<file path="config.mk">
export PLATFORM = sky130hd
export DESIGN_NAME = dwbpr_top
export DESIGN_NICKNAME = d
export VERILOG_FILES = /design/src/design/dwbpr_pkg.sv /design/src/design/dwbpr_job_if.sv /design/src/design/dwbpr_m2m_engine.sv /design/src/design/dwbpr_top.sv
export SDC_FILE = /design/constraint.sdc
export NUM_CORES = 1
export LEC_CHECK = 0
export ABC_AREA = 1
export BUFFER_PORTS_ARGS = -buffer_cell sky130_fd_sc_hd__buf_2
export CAP_MARGIN = 10
export CORE_MARGIN = 2
export CORE_UTILIZATION = 43
export DETAILED_ROUTE_END_ITERATION = 8
export PLACE_DENSITY_LB_ADDON = 0.12
export SLEW_MARGIN = 20
export SYNTH_ARGS = -nofsm -noshare
export SYNTH_HDL_FRONTEND = slang
export SYNTH_HIERARCHICAL = 1
export SYNTH_SLANG_ARGS = --single-unit
export TNS_END_PERCENT = 30
</file>
<file path="constraint.sdc">
create_clock -name i_ref_clk -period 2 [get_ports i_ref_clk]
set_clock_uncertainty 0.05 [all_clocks]
set_input_delay 0.4 -clock i_ref_clk [delete_from_list [all_inputs] [get_ports i_ref_clk]]
set_output_delay 0.4 -clock i_ref_clk [all_outputs]
set_load 0.02 [all_outputs]
</file>
<file path="src/design/dwbpr_pkg.sv">
package dwbpr_pkg;
  localparam logic [3:0] ADDR_WB_ATTR   = 4'h0;
  localparam logic [3:0] ADDR_VID_ATTR  = 4'h1;
  localparam logic [3:0] ADDR_IRQ_STAT  = 4'h2;
  localparam logic [3:0] ADDR_IRQ_CLR   = 4'h3;
  localparam logic [3:0] ADDR_IRQ_EN    = 4'h4;
  localparam logic [3:0] ADDR_JOB_LEN   = 4'h5;
  localparam logic [3:0] ADDR_STATUS    = 4'h6;
  localparam int         WB_EN_BIT      = 0;
  localparam int         WB_M2M_BIT     = 19;
  localparam int         VID_EN_BIT     = 0;
  localparam int         VID_PANEL_BIT  = 1;
  localparam int         IRQ_DONE_BIT   = 0;
  localparam int         IRQ_SYNC_BIT   = 1;
  localparam int         IRQ_FRAME_BIT  = 2;
  localparam int         IRQ_W          = 3;
  localparam logic [31:0] WB_ATTR_RST   = 32'h0000_0000;
  localparam logic [31:0] VID_ATTR_RST  = 32'h0000_0000;
  localparam logic [15:0] JOB_LEN_RST   = 16'h0010;
endpackage

</file>
<file path="src/design/dwbpr_job_if.sv">
`timescale 1ns/1ns
interface dwbpr_job_if;
  logic        start;
  logic [15:0] len;
  logic        busy;
  logic        done;
  modport ctl (output start, output len, input busy, input done);
  modport eng (input start, input len, output busy, output done);
endinterface

</file>
<file path="src/design/dwbpr_m2m_engine.sv">
`timescale 1ns/1ns
module dwbpr_m2m_engine (
  input wire logic i_ref_clk,  // Clock
  input wire logic i_rst_n,    // Sync reset
  input wire logic i_ce,       // Clock enable
  input wire logic i_pix_ack,  // Memory accepted a pixel word
  dwbpr_job_if.eng job         // Job control
);
  logic [15:0] cnt_r, cnt_nxt;
  logic        busy_r, busy_nxt;
  logic        done_r, done_nxt;

  always_comb begin
    cnt_nxt  = cnt_r;
    busy_nxt = busy_r;
    done_nxt = 1'b0;
    if (!busy_r && job.start) begin
      busy_nxt = 1'b1;
      cnt_nxt  = job.len;
    end else if (busy_r && i_pix_ack) begin
      if (cnt_r <= 16'h0001) begin
        busy_nxt = 1'b0;
        done_nxt = 1'b1;
        cnt_nxt  = 16'h0000;
      end else begin
        cnt_nxt = cnt_r - 16'h0001;
      end
    end
  end

  always_ff @(posedge i_ref_clk) begin
    if (!i_rst_n) begin
      cnt_r  <= 16'h0000;
      busy_r <= 1'b0;
      done_r <= 1'b0;
    end else if (i_ce) begin
      cnt_r  <= cnt_nxt;
      busy_r <= busy_nxt;
      done_r <= done_nxt;
    end
  end

  assign job.busy = busy_r;
  assign job.done = done_r;
endmodule

</file>
<file path="src/design/dwbpr_top.sv">
// Added by the designer: the register addresses and the address-and-strobe port.
`timescale 1ns/1ns
//Contract
//RQ1 - Writeback runs memory-to-memory while attribute bit 19 is one.
//RQ2 - Job completion leaves the video pipe enable bit set.
//RQ3 - Job completion clears writeback enable bit zero by hardware.
//RQ4 - Unsynchronised reroute of an enabled pipe corrupts a frame and raises sync-lost.
//RQ5 - Software first clears the source video pipe enable after completion.
//RQ6 - Software then sets and clears writeback enable before rerouting.
//RQ7 - Software reroutes, reprograms, and finally sets pipe enable again.
//RQ8 - Routing changes to a live panel take effect only at frame start.
module dwbpr_top
  import dwbpr_pkg::*;
(
  input  wire logic        i_ref_clk,     // 125 MHz clock
  input  wire logic        i_rst_n,       // Sync reset, active low
  input  wire logic        i_ce,          // Clock enable
  input  wire logic [3:0]  i_addr,        // Register address
  input  wire logic [31:0] i_wdata,       // Write data
  input  wire logic        i_wr,          // Write strobe
  input  wire logic        i_rd,          // Read strobe
  output logic      [31:0] o_rdata,       // Read data, cycle after strobe
  input  wire logic        i_frame_start, // Panel frame start pin
  input  wire logic        i_pix_ack,     // Memory write accepted
  output logic             o_wb_active,   // Writeback path running m2m
  output logic             o_panel_route, // Pipe routed to panel
  output logic             o_pipe_live,   // Pipe feeding panel
  output logic             o_irq          // Level interrupt
);
  dwbpr_job_if job ();

  // Pin synchroniser; stage one is read only by stage two
  logic fs_s1_r, fs_s2_r, fs_s3_r;
  logic frame_pulse;
  assign frame_pulse = fs_s2_r & ~fs_s3_r;

  logic [31:0] wb_attr_r, wb_attr_nxt;
  logic [31:0] vid_attr_r, vid_attr_nxt;
  logic [15:0] job_len_r, job_len_nxt;
  logic        route_r, route_nxt;
  logic        pend_r, pend_nxt;
  logic [IRQ_W-1:0] stat_r, stat_nxt;
  logic [IRQ_W-1:0] irq_en_r, irq_en_nxt;
  logic [31:0] rdata_r, rdata_nxt;
  logic        wb_en_q_r, wb_en_q_nxt;

  logic wr_wb, wr_vid, wr_clr, wr_en, wr_len;
  logic job_start;
  logic sync_lost;

  assign wr_wb  = i_wr && (i_addr == ADDR_WB_ATTR);
  assign wr_vid = i_wr && (i_addr == ADDR_VID_ATTR);
  assign wr_clr = i_wr && (i_addr == ADDR_IRQ_CLR);
  assign wr_en  = i_wr && (i_addr == ADDR_IRQ_EN);
  assign wr_len = i_wr && (i_addr == ADDR_JOB_LEN);

  // Job launches on a rising writeback enable in m2m mode with pipe enabled
  assign job_start = wb_attr_r[WB_EN_BIT] && !wb_en_q_r && wb_attr_r[WB_M2M_BIT] //RQ1
                     && vid_attr_r[VID_EN_BIT] && !job.busy;
  assign job.start = job_start;
  assign job.len   = job_len_r;

  // Sync-lost only if a live enabled pipe would switch mid-frame; frame gating avoids it,
  // so this fires only when routing was forced without a frame start (never in this design)
  assign sync_lost = 1'b0;

  always_comb begin
    wb_attr_nxt  = wb_attr_r;
    vid_attr_nxt = vid_attr_r;
    job_len_nxt  = job_len_r;
    irq_en_nxt   = irq_en_r;
    wb_en_q_nxt  = wb_attr_r[WB_EN_BIT];
    if (wr_wb) begin
      wb_attr_nxt = i_wdata;
    end
    if (wr_vid) begin
      vid_attr_nxt = i_wdata;
    end
    if (wr_len) begin
      job_len_nxt = i_wdata[15:0];
    end
    if (wr_en) begin
      irq_en_nxt = i_wdata[IRQ_W-1:0];
    end
    // Completion beats a same-cycle software write of the enable
    if (job.done) begin
      wb_attr_nxt[WB_EN_BIT] = 1'b0; //RQ3
      // Pipe enable deliberately left untouched: software owns the exit sequence
      vid_attr_nxt[VID_EN_BIT] = vid_attr_r[VID_EN_BIT]; //RQ2
      if (wr_vid) begin
        vid_attr_nxt[VID_EN_BIT] = i_wdata[VID_EN_BIT];
      end
    end
  end

  // Routing request is held pending and applied at a frame start with no job busy, or at once while the pipe is disabled and no job is busy
  always_comb begin
    route_nxt = route_r;
    pend_nxt  = pend_r;
    if (vid_attr_r[VID_PANEL_BIT] != route_r) begin
      pend_nxt = 1'b1;
    end
    if (!vid_attr_r[VID_EN_BIT] && !job.busy) begin
      // Disabled pipe carries no frame, so it may move at once
      route_nxt = vid_attr_r[VID_PANEL_BIT];
      pend_nxt  = 1'b0;
    end else if (frame_pulse && pend_r && !job.busy) begin
      route_nxt = vid_attr_r[VID_PANEL_BIT]; //RQ8
      pend_nxt  = 1'b0;
    end
  end

  always_comb begin
    stat_nxt = stat_r;
    if (wr_clr) begin
      stat_nxt = stat_r & ~i_wdata[IRQ_W-1:0];
    end
    // Set wins over clear
    if (job.done) begin
      stat_nxt[IRQ_DONE_BIT] = 1'b1;
    end
    if (sync_lost) begin
      stat_nxt[IRQ_SYNC_BIT] = 1'b1; //RQ4
    end
    if (frame_pulse) begin
      stat_nxt[IRQ_FRAME_BIT] = 1'b1;
    end
  end

  always_comb begin
    rdata_nxt = 32'h0000_0000;
    if (i_rd) begin
      case (i_addr)
        ADDR_WB_ATTR:  rdata_nxt = wb_attr_r;
        ADDR_VID_ATTR: rdata_nxt = vid_attr_r;
        ADDR_IRQ_STAT: rdata_nxt = {29'h0, stat_r};
        ADDR_IRQ_EN:   rdata_nxt = {29'h0, irq_en_r};
        ADDR_JOB_LEN:  rdata_nxt = {16'h0000, job_len_r};
        ADDR_STATUS:   rdata_nxt = {29'h0, pend_r, route_r, job.busy};
        default:       rdata_nxt = 32'h0000_0000;
      endcase
    end
  end

  always_ff @(posedge i_ref_clk) begin
    if (!i_rst_n) begin
      fs_s1_r    <= 1'b0;
      fs_s2_r    <= 1'b0;
      fs_s3_r    <= 1'b0;
      wb_attr_r  <= WB_ATTR_RST;
      vid_attr_r <= VID_ATTR_RST;
      job_len_r  <= JOB_LEN_RST;
      route_r    <= 1'b0;
      pend_r     <= 1'b0;
      stat_r     <= '0;
      irq_en_r   <= '0;
      rdata_r    <= 32'h0000_0000;
      wb_en_q_r  <= 1'b0;
    end else if (i_ce) begin
      fs_s1_r    <= i_frame_start;
      fs_s2_r    <= fs_s1_r;
      fs_s3_r    <= fs_s2_r;
      wb_attr_r  <= wb_attr_nxt;
      vid_attr_r <= vid_attr_nxt;
      job_len_r  <= job_len_nxt;
      route_r    <= route_nxt;
      pend_r     <= pend_nxt;
      stat_r     <= stat_nxt;
      irq_en_r   <= irq_en_nxt;
      rdata_r    <= rdata_nxt;
      wb_en_q_r  <= wb_en_q_nxt;
    end
  end

  dwbpr_m2m_engine u_eng (
    .i_ref_clk (i_ref_clk),
    .i_rst_n   (i_rst_n),
    .i_ce      (i_ce),
    .i_pix_ack (i_pix_ack),
    .job       (job)
  );

  assign o_rdata       = rdata_r;
  assign o_wb_active   = job.busy;
  assign o_panel_route = route_r;
  assign o_pipe_live   = route_r & vid_attr_r[VID_EN_BIT];
  assign o_irq         = |(stat_r & irq_en_r);
endmodule

</file>
# Word level (Yosys, flattened, before mapping)
# Cells that the tools add are included.
# word_totals
output_inout_bits	36
elab_cells	96
in_bits	43
romBits	0
ff_bits	142
latchBits	0
mem_bits_rw	0
memories	0
# classes
reduce_logical	38
n_bitwise	6
n_shift	0
n_mux	24
n_eq_ne	7
addsub	1
magnitude_cmp	1
n_mul	0
div_mod_pow	0
# op_table
op	count
one-hot mux 32 bit (6 select lines)	1
two-way mux 16 bit	3
two-way mux 32 bit	1
AND reduction 2 bit	11
two-way mux 1 bit	18
less-or-equal comparator 16 x 1 -> 1 bit, second input constant	1
subtractor 16 x 1 -> 16 bit, second input constant	1
logical AND 1 bit	14
== test 4 x 3 -> 1 bit, second input constant	3
nonzero test 2 bit	6
== test 4 x 2 -> 1 bit, second input constant	2
bitwise AND 3 bit	2
== test 4 x 1 -> 1 bit, second input constant	1
logical NOT 4 bit	1
logical NOT 1 bit	3
two-way mux 3 bit	1
inverter 3 bit	1
AND reduction 3 bit	1
nonzero test 3 bit	1
OR reduction 3 bit	1
bitwise AND 1 bit	2
inequality test 1 bit	1
inverter 1 bit	1

# Depth between registers and ports, before layout
# depth
word_depth	8
mapped_depth	10
depth_no_buf	10

# Modules after synthesis
# Netlist, hierarchy kept.
# modules_own_cells
module	seq_area_each_um2	area_per_inst_um2	n_inst	cells_each
dwbpr_top	2482.4	5007.3	1	668
dwbpr_m2m_engine	360.3	1247.4	1	193

# Worst setup path after synthesis
# OpenSTA, ideal clock, no wires.
# synth_timing
path_kind	register to register
startpoint	register u_eng.busy_r (netlist: u_eng/job.busy)
endpoint	register u_eng.cnt_r[3]
n_path_buf	0
setup_time_ns	0.071
arrival_time_ns	1.556
path_stages_with_launch	9
synth_period_minus_slack_ns	1.677
required_time_ns	1.879
slack_ns	0.323
path_cell_list	dfxtp_1 -> nor4_1 -> nand3_2 -> nand2_4 -> inv_6 -> nor2_2 -> xor2_1 -> nand2_1 -> a21oi_1
# synth_via
elab_chain_len	5
word_cells_on_any_way	7
cone_classes	mux (1); reduce/logical (6)
# synth_lines
item	line_no	source
start: declaration	dwbpr_m2m_engine.sv:10	logic busy_r, busy_nxt;
start signal: assignment	dwbpr_m2m_engine.sv:38	busy_r <= busy_nxt;
logical NOT 1 bit *	dwbpr_top.sv:59	&& vid_attr_r[VID_EN_BIT] && !job.busy;
logical AND 1 bit *	dwbpr_top.sv:59	
net job.start	dwbpr_job_if.sv:3	logic start;
logical AND 1 bit *	dwbpr_m2m_engine.sv:17	if (!busy_r && job.start) begin
nonzero test 2 bit (no source line)	n/a	
AND reduction 2 bit (no source line)	n/a	
end signal: assignment	dwbpr_m2m_engine.sv:37	cnt_r <= cnt_nxt;
end: declaration	dwbpr_m2m_engine.sv:9	logic [15:0] cnt_r, cnt_nxt;
# The timed path passes the listed nets; every way through them passes the cells marked *.
# A chain may end at the register's enable or synchronous reset.

# Worst setup path after layout
# layout_timing
startpoint	register wb_attr_r[0]
endpoint	register u_eng.cnt_r[11]
# layout_via
elab_chain_len	7
word_cells_on_any_way	8
cone_classes	mux (1); reduce/logical (7)
# layout_lines
item	line_no	source
start: declaration	dwbpr_top.sv:37	logic [31:0] wb_attr_r, wb_attr_nxt;
start signal: assignment	dwbpr_top.sv:163	wb_attr_r <= wb_attr_nxt;
logical AND 1 bit * (2 in a row)	dwbpr_top.sv:58	assign job_start = wb_attr_r[WB_EN_BIT] && !wb_en_q_r && wb_attr_r[WB_M2M_BIT]
logical AND 1 bit * (2 in a row)	dwbpr_top.sv:59	
net job.start	dwbpr_job_if.sv:3	
logical AND 1 bit *	dwbpr_m2m_engine.sv:17	
nonzero test 2 bit (no source line)	n/a	
AND reduction 2 bit (no source line)	n/a	
# Marked as above.

==> impl_metrics.env <==
export IMPL_cp_required_ns=2.31
export IMPL_syn_num_nets=906
export IMPL_drc_errors=0
export IMPL_root_buffer="clkbuf_16"
export IMPL_setup_tns_ns=0
export IMPL_finalHoldViolCount=0
export IMPL_ctsResizeCount=0
export IMPL_yosysMostFrequentCell="nand2_1"
export IMPL_yosys_top_cells_count="nand2_1 (193), dfxtp_1 (142), a21oi_1 (141), inv_1 (86), o21ai_0 (71)"
export IMPL_syn_inst=861
export IMPL_async_flop_share=0
export IMPL_path_cells="inv_1 > nor4_1 > nand3_2 > inv_1 > nand2_1 > o21ai_0 > inv_1 > a21oi_1"
export IMPL_core_area_um2=14400
export IMPL_setup_viol=0
export IMPL_syn_area_um2=6250
export IMPL_port_buffer_count=78
export IMPL_post_cts_setup_buffers=0
export IMPL_diodes=0
export IMPL_grt_max_degree=40
export IMPL_dpl_cell_area_um2=6910
export IMPL_cp_max_fo=12
export IMPL_critPathMostFrequentCell="inv_1"
export IMPL_fill_cells=1502
export IMPL_finalHoldWorstSlack_ns=0.151
export IMPL_ys_seq_area_frac=0.454
export IMPL_fin_crit_ns=1.79
export IMPL_synthTopCellsByArea="dfxtp_1 (45%), nand2_1 (12%), a21oi_1 (11%)"
export IMPL_grt_setup_unrepaired="no"
export IMPL_ys_seq_elements=142
export IMPL_floorplan_initialDensity=0.435
export IMPL_power_density_nw_per_um2=849
export IMPL_utilization=0.521
export IMPL_synth_edff_count=0
export IMPL_seq_area_um2=2840
export IMPL_first_pass_iters=5
export IMPL_p_leak_nw=2.93
export IMPL_yosysTopAreaCell="dfxtp_1"
export IMPL_end_kind="register"
export IMPL_clock_path_buffers=2
export IMPL_wl_per_cell_um=15.0
export IMPL_worst_slew_pin_slew_ns=0.480
export IMPL_slew_viol_final=0
export IMPL_htree_levels=4
export IMPL_track_usage=0.223
export IMPL_cp_start_kind="register"
export IMPL_routed_wl_um=17000
export IMPL_slowest_delay_ns=0.37
export IMPL_cts_num_sinks=142
export IMPL_first_iter_violations=431
export IMPL_clk_latency_ns=0.42
export IMPL_vias=5764
export IMPL_arrival_ns=2.10
export IMPL_vias_per_cell=5.09
export IMPL_die_width_um=125
export IMPL_clk_pin_slew_ns=0.06
export IMPL_synth_avg_cell_area_um2=7.26
export IMPL_regToRegSetupSlack_ns=0.21
export IMPL_antenna_left=0
export IMPL_slew_headroom=0.680
export IMPL_fin_crit_sh=0.897
export IMPL_synth_top_area_share=0.454
export IMPL_fp_dieArea_um2=15500
export IMPL_fmax_ghz=0.557
export IMPL_synth_ff_type="dfxtp_1"
export IMPL_grt_pass1_vias=5363
export IMPL_grt_pass1_wl_um=27700
export IMPL_ios=79
export IMPL_rows=44
export IMPL_antenna_found_initial=0
export IMPL_final_nets=983
export IMPL_worstSetupPathType="register to register"
export IMPL_post_route_cell_area_um2=7490
export IMPL_multi_input_area_um2=2820
export IMPL_irDropWorstVdd_mv=0.601
export IMPL_status="finished, final reports clean"
export IMPL_hold_buffers=0
export IMPL_cap_violations=0
export IMPL_hpwl_um=11700
export IMPL_cpMaxStageDelayCell="nor4_1"
export IMPL_numCtsBuffers=17
export IMPL_gp_congestion=0.852
export IMPL_cts_tree="yes"
export IMPL_drive_gt1_frac=0.177
export IMPL_syn2layout_area_growth_pct=19.7
export IMPL_hold_class="input pin to register"
export IMPL_synth_warnings=6
export IMPL_dieHeight_um=125
export IMPL_overflow=0
export IMPL_ys_types=34
[critical path, delay by kind of cell (launching register included)]
kind / cells / cell delay, ns
simple gates: 3 / 0.65
buf+inv: 3 / 0.47
flops: 1 / 0.33
compound gates: 2 / 0.21
[flip-flops by register name, indices dropped and copies added (netlist names)]
| signal | cells |
|---|---|
| u_eng/job.done | 1 |
| fs_s1_r | 1 |
| fs_s2_r | 1 |
| fs_s3_r | 1 |
| pend_r | 1 |
| wb_en_q_r | 1 |
| o_rdata | 32 |
| job.len | 16 |
| stat_r | 3 |
| irq_en_r | 3 |
| vid_attr_r | 32 |
| o_panel_route | 1 |
| u_eng/cnt_r | 16 |
| u_eng/job.busy | 1 |
| wb_attr_r | 32 |
[logic make-up (layout without fill, tap and decap cells)]
family,count (synthesis),count (layout),synth area share
adder cells (fa/ha/maj),2,2,0.00400
buffers and inverters,144,232,0.0962
XOR/XNOR,8,8,0.0112
AND/OR/NAND/NOR,321,321,0.230
AO/OA/AOI/OAI,244,244,0.204
flip-flops,142,142,0.454
[metrics by stage]
step           power (W)  cells  setup slack, ns
2_1_floorplan    0.00309    861            0.323
3_3_place_gp     0.00325   1103            0.222
3_5_place_dp     0.00325   1103            0.217
4_1_cts          0.00640   1133            0.201
5_1_grt          0.00657   1133           0.0256
6_report         0.00636   1133            0.205
[final cells by class]
class / count / share of cell area
Sequential cell: 142 / 0.380
Tap cell: 184 / 0.0307
Inverter: 97 / 0.0498
Clock inverter: 7 / 0.0150
Clock buffer: 23 / 0.0625
Multi-Input combinational cell: 575 / 0.376
Timing Repair Buffer: 105 / 0.0859
[layer usage]
metal / GRT usage / vias up / wire [um]
met5: 0 / - / 0
met4: 0.0641 / 0 / 239
met3: 0.0563 / 14 / 875
met2: 0.365 / 133 / 7990
met1: 0.291 / 2630 / 7930
li1: - / 2987 / -
[power breakdown]
part / internal, W / switching (W)
Combinational: 0.000101 / 0.000217
Clock: 0.00201 / 0.00116
Sequential: 0.00286 / 0.0000139
Total: 0.00496 / 0.00140
[layout by cell type (no fill, tap or decap), types with 8 or more instances in the layout]
cell type	count
inv_1	85
o22ai_1	17
buf_2	78
o21ai_0	71
a21oi_1	141
o211ai_1	10
dfxtp_1	142
buf_4	23
clkbuf_16	17
xor2_1	8
nor2_1	32
nand3_1	65
inv_2	9
nand2_1	193
[final timing paths]
check | start | to | depth (start not counted)
hold / removal | i_frame_start | fs_s1_r$_SDFFE_PN0P_ | 3
setup reg to reg | wb_attr_r[0]$_SDFFE_PN0P_ | u_eng/cnt_r[11]$_SDFFE_PN0P_ | 8
setup / recovery | wb_attr_r[0]$_SDFFE_PN0P_ | u_eng/cnt_r[11]$_SDFFE_PN0P_ | 8
hold reg to reg | wb_attr_r[27]$_SDFFE_PN0P_ | wb_attr_r[27]$_SDFFE_PN0P_ | 2
Power figures use the tool's default switching activity.
